[src/rtl/wtc_pkg.sv]
package wtc_pkg;

    // ----------------------------------------------------------------
    // Register indices; the byte address is four times the index.
    // ----------------------------------------------------------------
    localparam logic [9:0] WTC_IDX_PRESCALER = 10'h316;
    localparam logic [9:0] WTC_IDX_SLEEP_WAKE = 10'h317;
    localparam logic [9:0] WTC_IDX_RELOAD_HIGH = 10'h318;
    localparam logic [9:0] WTC_IDX_RELOAD_LOW = 10'h319;
    localparam logic [9:0] WTC_IDX_CONTROL = 10'h31a;
    localparam logic [9:0] WTC_IDX_STATUS = 10'h31b;
    localparam logic [9:0] WTC_IDX_IRQ_STATUS = 10'h3f0;
    localparam logic [9:0] WTC_IDX_IRQ_MASK = 10'h3f1;

    // ----------------------------------------------------------------
    // Field positions and reset values.
    // ----------------------------------------------------------------
    localparam int WTC_CTRL_FLAG_RESET_BIT = 0;
    localparam int WTC_CTRL_TRIM_EN_BIT = 1;
    localparam logic [7:0] WTC_RESET_BYTE = 8'h00;
    localparam logic [3:0] WTC_IRQ_RESET = 4'h0;
    localparam int WTC_IRQ_TIMEOUT = 0;
    localparam int WTC_IRQ_TRIM_DONE = 1;
    localparam int WTC_IRQ_XTAL_SETTLED = 2;
    localparam int WTC_IRQ_COLD_START = 3;

    // ----------------------------------------------------------------
    // Sleep configuration codes.
    // ----------------------------------------------------------------
    localparam logic [3:0] WTC_SLEEP_KEEP_RAM = 4'h1;
    localparam logic [3:0] WTC_SLEEP_KEEP_CRYSTAL = 4'h4;
    localparam logic [3:0] WTC_SLEEP_KEEP_RAM_CRYSTAL = 4'h5;
    localparam logic [3:0] WTC_SLEEP_KEEP_RAM_RC = 4'hb;

    // ----------------------------------------------------------------
    // Timing: clock period and oscillator trim duration.
    // ----------------------------------------------------------------
    localparam int WTC_CLK_PERIOD_NS = 10;
    localparam int WTC_TRIM_TIME_NS = 1000000;
    localparam int WTC_TRIM_CYCLES = WTC_TRIM_TIME_NS / WTC_CLK_PERIOD_NS;

    // ----------------------------------------------------------------
    // Bus response codes.
    // ----------------------------------------------------------------
    localparam logic [1:0] WTC_RESP_OKAY = 2'b00;
    localparam logic [1:0] WTC_RESP_SLVERR = 2'b10;

    // Sleep and wake configuration register layout.
    typedef struct packed {
        logic reserved_hi;
        logic [3:0] sleep_code;
        logic [1:0] reserved_lo;
        logic wake_on_timeout;
    } wtc_sleep_cfg_type;

    // Oscillator and wake status register layout.
    typedef struct packed {
        logic [1:0] reserved_hi;
        logic rc_trim_done;
        logic slow_crystal_settled;
        logic reserved_mid;
        logic cold_start_flag;
        logic timeout_flag;
        logic reserved_lo;
    } wtc_status_type;

    // Decoded sleep domain keep flags.
    typedef struct packed {
        logic keep_ram;
        logic keep_crystal;
        logic keep_rc;
    } wtc_sleep_keep_type;

endpackage

[src/rtl/wtc_wakeup_timer.sv]
// Notes on behaviour
// RULE1: Slow clock divided by 1,4,8,16,128,1024,8192 or 65536 per 3-bit code.
// RULE2: Prescaler write is staged; it takes effect when sleep config is written.
// RULE3: Sleep code 1 RAM, 4 crystal, 5 RAM+crystal, 11 RAM+RC; rest reserved.
// RULE4: Wake-on-timeout bit set lets a timeout wake the chip; clear blocks it.
// RULE5: Reload value is high byte in bits 15:8 and low byte in 7:0.
// RULE6: High byte is staged; the full reload value commits on low byte write.
// RULE7: Control bit 1 set starts RC oscillator trim; cleared disables it.
// RULE8: Writing 1 to control bit 0 clears timeout and cold-start flags.
// RULE9: Status bit 5 is 0 during trim and 1 once trim ends after 1 ms.
// RULE10: Status bit 4 shows crystal settled; meaningful with sleep code 4 or 5.
// RULE11: Status bit 2 records cold start until the flag reset clears it.
// RULE12: Status bit 1 latches a timeout until the flag reset clears it.
// RULE13: Counter counts down per prescaled tick, times out at zero, reloads.
`timescale 1ns/1ns
`default_nettype none

module wtc_wakeup_timer
    import wtc_pkg::*;
#(
    parameter int ADDR_WIDTH = 12,
    parameter int TRIM_CYCLES = WTC_TRIM_CYCLES
) (
    input wire logic aclk,
    input wire logic aresetn,
    input wire logic [ADDR_WIDTH-1:0] s_axi_awaddr,
    input wire logic [2:0] s_axi_awprot,
    input wire logic s_axi_awvalid,
    output logic s_axi_awready,
    input wire logic [31:0] s_axi_wdata,
    input wire logic [3:0] s_axi_wstrb,
    input wire logic s_axi_wvalid,
    output logic s_axi_wready,
    output logic [1:0] s_axi_bresp,
    output logic s_axi_bvalid,
    input wire logic s_axi_bready,
    input wire logic [ADDR_WIDTH-1:0] s_axi_araddr,
    input wire logic [2:0] s_axi_arprot,
    input wire logic s_axi_arvalid,
    output logic s_axi_arready,
    output logic [31:0] s_axi_rdata,
    output logic [1:0] s_axi_rresp,
    output logic s_axi_rvalid,
    input wire logic s_axi_rready,
    input wire logic slow_crystal_oscillator,
    input wire logic slow_rc_oscillator,
    input wire logic slow_crystal_settled,
    output logic rc_oscillator_trim_enable,
    output logic [2:0] sleep_keep,
    output logic wake_request,
    output logic irq
);

    // ----------------------------------------------------------------
    // Elaboration checks.
    // ----------------------------------------------------------------
    if (ADDR_WIDTH < 12 || ADDR_WIDTH > 32) begin : g_bad_addr
        $error("ADDR_WIDTH must lie between 12 and 32.");
    end
    if (TRIM_CYCLES < 1 || TRIM_CYCLES > 1048575) begin : g_bad_trim
        $error("TRIM_CYCLES must lie between 1 and 1048575.");
    end

    // ----------------------------------------------------------------
    // Helper functions.
    // ----------------------------------------------------------------

    // Returns the last prescaler count for a divider code.
    function automatic logic [15:0] div_last(input logic [2:0] code);
        case (code)
            3'h0: div_last = 16'h0000;
            3'h1: div_last = 16'h0003;
            3'h2: div_last = 16'h0007;
            3'h3: div_last = 16'h000f;
            3'h4: div_last = 16'h007f;
            3'h5: div_last = 16'h03ff;
            3'h6: div_last = 16'h1fff;
            default: div_last = 16'hffff;
        endcase
    endfunction

    // Maps a byte address onto a register index.
    function automatic logic [9:0] addr_index(input logic [ADDR_WIDTH-1:0] addr);
        addr_index = addr[11:2];
    endfunction

    // Tells whether a register index is mapped.
    function automatic logic index_mapped(input logic [9:0] idx);
        index_mapped = (idx >= WTC_IDX_PRESCALER && idx <= WTC_IDX_STATUS)
            || idx == WTC_IDX_IRQ_STATUS || idx == WTC_IDX_IRQ_MASK;
    endfunction

    // ----------------------------------------------------------------
    // Register state.
    // ----------------------------------------------------------------
    logic [2:0] prescaler_staged_q;
    logic [2:0] prescaler_active_q;
    wtc_sleep_cfg_type sleep_cfg_q;
    logic [7:0] reload_high_staged_q;
    logic [15:0] reload_q;
    logic [1:0] control_q;
    logic timeout_flag_q;
    logic cold_start_flag_q;
    logic boot_q;
    logic [3:0] irq_status_q;
    logic [3:0] irq_mask_q;
    logic trim_done_q;
    logic [19:0] trim_cnt_q;
    logic [15:0] pre_cnt_q;
    logic [15:0] count_q;
    logic tick_q;
    logic timeout_q;

    // Bus state.
    logic aw_hold_q;
    logic w_hold_q;
    logic [9:0] aw_idx_q;
    logic [7:0] w_byte_q;
    logic w_lane_q;

    // Synchronisers: stage 1, stage 2 and an edge stage reading stage 2.
    logic xtal_s1_q, xtal_s2_q, xtal_s3_q;
    logic rc_s1_q, rc_s2_q, rc_s3_q;
    logic settled_s1_q, settled_s2_q, settled_s3_q;

    // Write strobes decoded from a completed write.
    logic wr_go;
    logic wr_ok;
    logic wr_prescaler, wr_sleep, wr_rl_high, wr_rl_low, wr_ctrl, wr_irq_st, wr_irq_mask;
    logic use_rc;
    logic slow_edge;
    logic trim_finish;
    logic flag_clear;
    logic [3:0] irq_events;
    wtc_status_type status;

    // ----------------------------------------------------------------
    // Write decode.
    // ----------------------------------------------------------------

    // A write completes when address and data are both held.
    assign wr_go = aw_hold_q && w_hold_q && !s_axi_bvalid;
    assign wr_ok = wr_go && w_lane_q;
    assign wr_prescaler = wr_ok && aw_idx_q == WTC_IDX_PRESCALER;
    assign wr_sleep = wr_ok && aw_idx_q == WTC_IDX_SLEEP_WAKE;
    assign wr_rl_high = wr_ok && aw_idx_q == WTC_IDX_RELOAD_HIGH;
    assign wr_rl_low = wr_ok && aw_idx_q == WTC_IDX_RELOAD_LOW;
    assign wr_ctrl = wr_ok && aw_idx_q == WTC_IDX_CONTROL;
    assign wr_irq_st = wr_ok && aw_idx_q == WTC_IDX_IRQ_STATUS;
    assign wr_irq_mask = wr_ok && aw_idx_q == WTC_IDX_IRQ_MASK;

    // Flag reset acts on each write of a one to the control reset bit.
    assign flag_clear = wr_ctrl && w_byte_q[WTC_CTRL_FLAG_RESET_BIT]; // see RULE8

    // ----------------------------------------------------------------
    // AXI4-Lite write channels.
    // ----------------------------------------------------------------

    // Address and data are taken independently and held until the write.
    always_ff @(posedge aclk) begin
        if (!aresetn) begin
            aw_hold_q <= 1'b0;
            w_hold_q <= 1'b0;
            aw_idx_q <= 10'h000;
            w_byte_q <= 8'h00;
            w_lane_q <= 1'b0;
            s_axi_awready <= 1'b0;
            s_axi_wready <= 1'b0;
            s_axi_bvalid <= 1'b0;
            s_axi_bresp <= WTC_RESP_OKAY;
        end else begin
            if (s_axi_awvalid && s_axi_awready) begin
                aw_hold_q <= 1'b1;
                aw_idx_q <= addr_index(s_axi_awaddr);
                s_axi_awready <= 1'b0;
            end else if (!aw_hold_q && !s_axi_bvalid) begin
                s_axi_awready <= 1'b1;
            end
            if (s_axi_wvalid && s_axi_wready) begin
                w_hold_q <= 1'b1;
                w_byte_q <= s_axi_wdata[7:0];
                w_lane_q <= s_axi_wstrb[0];
                s_axi_wready <= 1'b0;
            end else if (!w_hold_q && !s_axi_bvalid) begin
                s_axi_wready <= 1'b1;
            end
            if (wr_go) begin
                aw_hold_q <= 1'b0;
                w_hold_q <= 1'b0;
                s_axi_bvalid <= 1'b1;
                s_axi_bresp <= index_mapped(aw_idx_q) ? WTC_RESP_OKAY : WTC_RESP_SLVERR;
            end else if (s_axi_bvalid && s_axi_bready) begin
                s_axi_bvalid <= 1'b0;
            end
        end
    end

    // ----------------------------------------------------------------
    // AXI4-Lite read channels.
    // ----------------------------------------------------------------

    // Status view assembled from live state.
    always_comb begin
        status = '0;
        status.rc_trim_done = trim_done_q; // see RULE9
        status.slow_crystal_settled = settled_s2_q; // see RULE10
        status.cold_start_flag = cold_start_flag_q; // see RULE11
        status.timeout_flag = timeout_flag_q; // see RULE12
    end

    // One read at a time; write-only registers read as zero.
    always_ff @(posedge aclk) begin
        if (!aresetn) begin
            s_axi_arready <= 1'b0;
            s_axi_rvalid <= 1'b0;
            s_axi_rdata <= 32'h0000_0000;
            s_axi_rresp <= WTC_RESP_OKAY;
        end else if (s_axi_arvalid && s_axi_arready) begin
            s_axi_arready <= 1'b0;
            s_axi_rvalid <= 1'b1;
            s_axi_rresp <= index_mapped(addr_index(s_axi_araddr)) ? WTC_RESP_OKAY
                                                                 : WTC_RESP_SLVERR;
            case (addr_index(s_axi_araddr))
                WTC_IDX_SLEEP_WAKE: s_axi_rdata <= {24'h00_0000, sleep_cfg_q};
                WTC_IDX_RELOAD_LOW: s_axi_rdata <= {24'h00_0000, reload_q[7:0]};
                WTC_IDX_CONTROL: s_axi_rdata <= {30'h0000_0000, control_q};
                WTC_IDX_STATUS: s_axi_rdata <= {24'h00_0000, status};
                WTC_IDX_IRQ_STATUS: s_axi_rdata <= {28'h000_0000, irq_status_q};
                WTC_IDX_IRQ_MASK: s_axi_rdata <= {28'h000_0000, irq_mask_q};
                default: s_axi_rdata <= 32'h0000_0000;
            endcase
        end else if (s_axi_rvalid) begin
            if (s_axi_rready) begin
                s_axi_rvalid <= 1'b0;
            end
        end else begin
            s_axi_arready <= 1'b1;
        end
    end

    // ----------------------------------------------------------------
    // Configuration registers.
    // ----------------------------------------------------------------

    // Prescaler is staged and applied by the sleep configuration write.
    always_ff @(posedge aclk) begin
        if (!aresetn) begin
            prescaler_staged_q <= 3'h0;
            prescaler_active_q <= 3'h0;
            sleep_cfg_q <= '0;
        end else begin
            if (wr_prescaler) begin
                prescaler_staged_q <= w_byte_q[2:0]; // see RULE2
            end
            if (wr_sleep) begin
                sleep_cfg_q <= w_byte_q & 8'h79;
                prescaler_active_q <= prescaler_staged_q; // see RULE2
            end
        end
    end

    // Reload high byte is staged; the low byte write commits both.
    always_ff @(posedge aclk) begin
        if (!aresetn) begin
            reload_high_staged_q <= WTC_RESET_BYTE;
            reload_q <= 16'h0000;
        end else begin
            if (wr_rl_high) begin
                reload_high_staged_q <= w_byte_q; // see RULE6
            end
            if (wr_rl_low) begin
                reload_q <= {reload_high_staged_q, w_byte_q}; // see RULE5 see RULE6
            end
        end
    end

    // Control register holds trim enable and the flag reset bit.
    always_ff @(posedge aclk) begin
        if (!aresetn) begin
            control_q <= 2'h0;
        end else if (wr_ctrl) begin
            control_q <= w_byte_q[1:0];
        end
    end

    // ----------------------------------------------------------------
    // Input synchronisers.
    // ----------------------------------------------------------------

    // Oscillator inputs and the settled level pass two flops first.
    always_ff @(posedge aclk) begin
        if (!aresetn) begin
            {xtal_s1_q, xtal_s2_q, xtal_s3_q} <= 3'h0;
            {rc_s1_q, rc_s2_q, rc_s3_q} <= 3'h0;
            {settled_s1_q, settled_s2_q, settled_s3_q} <= 3'h0;
        end else begin
            {xtal_s1_q, xtal_s2_q, xtal_s3_q} <= {slow_crystal_oscillator, xtal_s1_q, xtal_s2_q};
            {rc_s1_q, rc_s2_q, rc_s3_q} <= {slow_rc_oscillator, rc_s1_q, rc_s2_q};
            {settled_s1_q, settled_s2_q, settled_s3_q} <=
                {slow_crystal_settled, settled_s1_q, settled_s2_q};
        end
    end

    // The RC oscillator drives the timer only in the RAM plus RC mode.
    assign use_rc = sleep_cfg_q.sleep_code == WTC_SLEEP_KEEP_RAM_RC;
    assign slow_edge = use_rc ? (rc_s2_q && !rc_s3_q) : (xtal_s2_q && !xtal_s3_q);

    // ----------------------------------------------------------------
    // Prescaler and countdown.
    // ----------------------------------------------------------------

    // Prescaler emits one tick per selected number of slow edges.
    always_ff @(posedge aclk) begin
        if (!aresetn) begin
            pre_cnt_q <= 16'h0000;
            tick_q <= 1'b0;
        end else begin
            tick_q <= 1'b0;
            if (wr_sleep) begin
                pre_cnt_q <= 16'h0000;
            end else if (slow_edge) begin
                if (pre_cnt_q >= div_last(prescaler_active_q)) begin // see RULE1
                    pre_cnt_q <= 16'h0000;
                    tick_q <= 1'b1;
                end else begin
                    pre_cnt_q <= pre_cnt_q + 16'h0001;
                end
            end
        end
    end

    // Counter reloads on commit, counts down and flags zero.
    always_ff @(posedge aclk) begin
        if (!aresetn) begin
            count_q <= 16'h0000;
            timeout_q <= 1'b0;
        end else begin
            timeout_q <= 1'b0;
            if (wr_rl_low) begin
                count_q <= {reload_high_staged_q, w_byte_q};
            end else if (tick_q) begin
                if (count_q == 16'h0000) begin
                    timeout_q <= 1'b1; // see RULE13
                    count_q <= reload_q;
                end else begin
                    count_q <= count_q - 16'h0001; // see RULE13
                end
            end
        end
    end

    // Wake request pulses on timeout only when wake-on-timeout is set.
    always_ff @(posedge aclk) begin
        if (!aresetn) begin
            wake_request <= 1'b0;
        end else begin
            wake_request <= timeout_q && sleep_cfg_q.wake_on_timeout; // see RULE4
        end
    end

    // Sleep code decoded into domains to keep powered; reserved keeps none.
    always_ff @(posedge aclk) begin
        if (!aresetn) begin
            sleep_keep <= 3'h0;
        end else begin
            case (sleep_cfg_q.sleep_code) // see RULE3
                WTC_SLEEP_KEEP_RAM: sleep_keep <= 3'b100;
                WTC_SLEEP_KEEP_CRYSTAL: sleep_keep <= 3'b010;
                WTC_SLEEP_KEEP_RAM_CRYSTAL: sleep_keep <= 3'b110;
                WTC_SLEEP_KEEP_RAM_RC: sleep_keep <= 3'b101;
                default: sleep_keep <= 3'b000;
            endcase
        end
    end

    // ----------------------------------------------------------------
    // RC oscillator trim.
    // ----------------------------------------------------------------
    assign trim_finish = control_q[WTC_CTRL_TRIM_EN_BIT] && !trim_done_q
        && trim_cnt_q == 20'(TRIM_CYCLES - 1);

    // Trim runs while enabled and reports done after the trim time.
    always_ff @(posedge aclk) begin
        if (!aresetn) begin
            trim_cnt_q <= 20'h00000;
            trim_done_q <= 1'b0;
            rc_oscillator_trim_enable <= 1'b0;
        end else begin
            rc_oscillator_trim_enable <= control_q[WTC_CTRL_TRIM_EN_BIT]; // see RULE7
            if (!control_q[WTC_CTRL_TRIM_EN_BIT]) begin
                trim_cnt_q <= 20'h00000; // see RULE7
                trim_done_q <= 1'b0;
            end else if (trim_finish) begin
                trim_done_q <= 1'b1; // see RULE9
            end else if (!trim_done_q) begin
                trim_cnt_q <= trim_cnt_q + 20'h00001;
            end
        end
    end

    // ----------------------------------------------------------------
    // Status flags.
    // ----------------------------------------------------------------

    // Cold-start and timeout latches; a set in the clear cycle wins.
    always_ff @(posedge aclk) begin
        if (!aresetn) begin
            boot_q <= 1'b1;
            cold_start_flag_q <= 1'b0;
            timeout_flag_q <= 1'b0;
        end else begin
            boot_q <= 1'b0;
            if (boot_q) begin
                cold_start_flag_q <= 1'b1; // see RULE11
            end else if (flag_clear) begin
                cold_start_flag_q <= 1'b0; // see RULE8
            end
            if (timeout_q) begin
                timeout_flag_q <= 1'b1; // see RULE12
            end else if (flag_clear) begin
                timeout_flag_q <= 1'b0; // see RULE8
            end
        end
    end

    // ----------------------------------------------------------------
    // Interrupts.
    // ----------------------------------------------------------------
    assign irq_events[WTC_IRQ_TIMEOUT] = timeout_q;
    assign irq_events[WTC_IRQ_TRIM_DONE] = trim_finish;
    assign irq_events[WTC_IRQ_XTAL_SETTLED] = settled_s2_q && !settled_s3_q;
    assign irq_events[WTC_IRQ_COLD_START] = boot_q;

    // Sticky event bits, cleared by writing ones; new events win.
    always_ff @(posedge aclk) begin
        if (!aresetn) begin
            irq_status_q <= WTC_IRQ_RESET;
            irq_mask_q <= WTC_IRQ_RESET;
        end else begin
            irq_status_q <= (irq_status_q & ~(wr_irq_st ? w_byte_q[3:0] : 4'h0)) | irq_events;
            if (wr_irq_mask) begin
                irq_mask_q <= w_byte_q[3:0];
            end
        end
    end

    // Interrupt line high while any unmasked event bit is set.
    always_ff @(posedge aclk) begin
        if (!aresetn) begin
            irq <= 1'b0;
        end else begin
            irq <= |(irq_status_q & irq_mask_q);
        end
    end

endmodule // wtc_wakeup_timer

`default_nettype wire

[config.mk]
export PLATFORM = sky130hd
export DESIGN_NAME = wtc_wakeup_timer
export DESIGN_NICKNAME = d
export VERILOG_FILES = /design/src/rtl/wtc_pkg.sv /design/src/rtl/wtc_wakeup_timer.sv
export SDC_FILE = /design/constraint.sdc
export NUM_CORES = 1
export LEC_CHECK = 0
export BUFFER_PORTS_ARGS = -buffer_cell sky130_fd_sc_hd__buf_2
export CAP_MARGIN = 20
export CORE_ASPECT_RATIO = 0.7
export CORE_MARGIN = 4
export CORE_UTILIZATION = 55
export CTS_BUF_LIST = sky130_fd_sc_hd__clkbuf_4
export DETAILED_ROUTE_END_ITERATION = 7
export GPL_TIMING_DRIVEN = 0
export PLACE_DENSITY = 0.78
export SLEW_MARGIN = 10
export SYNTH_ARGS = -nofsm -noshare
export SYNTH_HDL_FRONTEND = slang
export SYNTH_SLANG_ARGS = --single-unit
export TNS_END_PERCENT = 50
[constraint.sdc]
create_clock -name aclk -period 4.9 [get_ports aclk]
set_clock_uncertainty 0.05 [all_clocks]
set_input_delay 0.98 -clock aclk [delete_from_list [all_inputs] [get_ports aclk]]
set_output_delay 0.98 -clock aclk [all_outputs]
set_load 0.02 [all_outputs]
==> run_results.csv <==
group,metric,value,unit
route,drt_iter0_drc,509,
yosys,synth_edf_count,0,
finish,mostFrequentLayoutCells,"dfxtp_1 (154), nand2_1 (120), nor2_1 (99), a21oi_1 (75), buf_2 (60)",
global_routing,grt_pass1_wl,28400,um
clock_network,cts_hold_buf,0,
global_routing,grt_use_total,24.1,%
timing,totalNegativeSetupSlack,0,ps
setup_path,critical_path_class,"reg -> reg",
global_routing,antenna_found_initial,0,
die,dieArea,14900,sq um
clock_network,cts.root.buffer_cell,"clkbuf_4",
route,routedLengthMet1,8760,um
clock_network,cts_setup_buffers,0,
power_and_ir_drop,seq_power_share,55.1,%
placement,numPortBuffers,58,
outcome,outcome,"completed",
finish,syn_to_final_growth,12.1,%
yosys,syn_area_per_cell,8.39,sq um
finish,antenna_cells,0,
timing,maxSlewViolCount,0,
power_and_ir_drop,power_density,294,nW/um^2
power_and_ir_drop,p_comb_share,12.1,%
route,viasPerCell,5.59,
setup_path,start_kind,"flop",
route,wl_per_cell,15.5,um
power_and_ir_drop,p_int,1740,uW
setup_path,arrival,3060,ps
clock_network,h-tree-depth,4,
clock_network,cts_tree,"yes",
yosys,synthSimpleGateAreaFrac,24.6,%
finish,fin_area,8030,sq um
power_and_ir_drop,swShare,26.4,%
timing,setup_viol,0,
global_routing,grt_pass1_vias,5642,
clock_network,cts_resized,0,
route,dr.max_layer_used,"met4",
finish,nNetsFinal,1050,
die,die_w,144,um
power_and_ir_drop,clkPwrFrac,32.9,%
die,num_rows,34,
timing,period_share,54.5,%
timing,slew_headroom,45.2,%
yosys,syn-instance-count,854,
yosys,synth_xor_area_share,5.01,%
die,ios,123,
die,initial_utilization,56.9,%
setup_path,cp.required,5290,ps
clock_network,clock_latency,520,ps
placement,place_area,7750,sq um
timing,worst_pin_slew,815,ps
die,fp.dieH,103,um
power_and_ir_drop,peakVddDrop,0.000219,V
yosys,synth_top_family_by_area,"simple AND/OR/NAND/NOR gates",
clock_network,cts_buffers,17,
timing,hold_viol,0,
timing,rsz0062_at_grt,"false",
finish,layout-drive-gt1-share,13.7,%
yosys,synth_mux_area_share,4.35,%
power_and_ir_drop,switching_power,623,uW
route,drtPass1Iterations,5,
yosys,synth_area,7160,sq um
yosys,synthFlopType,"dfxtp_1",
timing,max_freq,375,MHz
finish,regArea,3080,sq um
route,route.met2.wl,6910,um
placement,dp_hpwl,12900,um
finish,layout_commonest_cell,"dfxtp_1",
yosys,seq_area_frac_synth,43.0,%
setup_path,path_max_fanout,10,
flow_run,cap_viol_max_count,0,
clock_network,clk_pin_slew_worst_paths,120,ps
yosys,synth_compound_area_share,13.7,%
hold_path,min_path_type,"reg -> reg",
finish,fillCellCount,1116,
placement,gp_congestion,0.880,
yosys,ys_ff_latch,154,
power_and_ir_drop,leakage,0.00313,uW
yosys,async_reset_ff_share,0,%
die,core,12600,sq um
timing,fin_crit,2670,ps
global_routing,grt_overflow,0,
yosys,yosysWarningCount,0,
route,via_count,6316,
yosys,synthAdderAreaFrac,2.97,%
route,wl,17500,um
clock_network,clock_path_buffers,2,
route,drc,0,
yosys,synth.distinct_cells,65,
route,ant_nets,0,
finish,multi_input_area,3730,sq um
setup_path,cp-end-kind,"flop",
clock_network,cts.sinks,154,
global_routing,grt_max_degree,17,
route,wl_met3,1560,um
## worst max-delay path, cell delays in order, from the launching register on
cell and delay [ps]:
dfxtp_1 370, and3b_1 220, clkbuf_1 230, nand3_1 370, nor3_2 580, clkbuf_1 450
nand2_1 120, a21oi_1 200
## layer usage
metal | vias up | GRT usage [%]
met4 | 0 | 5.09
li1 | 3122 | -
met3 | 27 | 5.38
met2 | 285 | 34.4
met1 | 2882 | 37.1
met5 | - | 0
## state kept, by name, indices dropped and copies added, names as in the netlist, 5 cells and up
signal / flops
count_q: 16
pre_cnt_q: 16
s_axi_rdata: 8
trim_cnt_q: 20
aw_idx_q: 10
sleep_cfg_q: 5
reload_high_staged_q: 8
w_byte_q: 8
reload_q: 16
## Yosys cell counts, types with 17 or more instances
library cell / instances / area [sq um]
buf_4: 28 / 210
nand2_1: 120 / 450
mux2i_1: 30 / 300
nor2_1: 99 / 372
o21ai_0: 23 / 115
a21oi_1: 75 / 375
xor2_1: 25 / 219
nand3_1: 25 / 125
clkbuf_1: 32 / 120
dfxtp_1: 154 / 3080
inv_1: 19 / 71.3
ha_1: 17 / 213
## logic make-up after synthesis
| family | after synthesis |
|---|---|
| flops | 154 |
| other cells | 1 |
| fa+ha+maj | 17 |
| compound gates | 160 |
| buf+inv | 85 |
| simple gates | 365 |
| xor+xnor | 41 |
| mux | 31 |
## through the flow
stage / instances / utilization, % / worst slack [ps] / hold WS, ps / power (uW)
after global placement: 1099 / 61.5 / 1930 / 363 / 1600
after global routing: 1130 / 63.7 / 1950 / 427 / 2460
final: 1130 / 63.7 / 2230 / 397 / 2360
after detailed placement: 1099 / 61.5 / 1920 / 369 / 1610
after floorplan: 879 / - / 2310 / 362 / 1530
after CTS: 1129 / 63.7 / 2270 / 396 / 2370
## layout make-up
cell class                 instances  share of cell area [%]
buffer                            65                    4.61
clock buffer                      19                    1.78
clock inverter                    11                    1.62
inverter                          20                   0.935
multi-input combinational        640                    46.4
sequential                       154                    38.4
tap                              162                    2.53
timing repair buffer              59                    3.68
## power by group through the flow
stage	combinational (uW)	sequential, uW	clock, uW
after floorplan	204	1330	0
after global placement	275	1330	0
after detailed placement	278	1330	0
final	285	1300	777
after global routing	314	1300	837
after CTS	280	1300	789
## worst paths after layout
kind | endpoint | depth (start not counted) | startpoint | slack, ps
max | reload_q[14] | 7 | s_axi_bvalid | 2230
min | rc_s2_q | 1 | rc_s1_q | 400
max reg2reg | reload_q[14] | 7 | s_axi_bvalid | 2230
min reg2reg | rc_s2_q | 1 | rc_s1_q | 400
(Power assumes the default switching activity.)
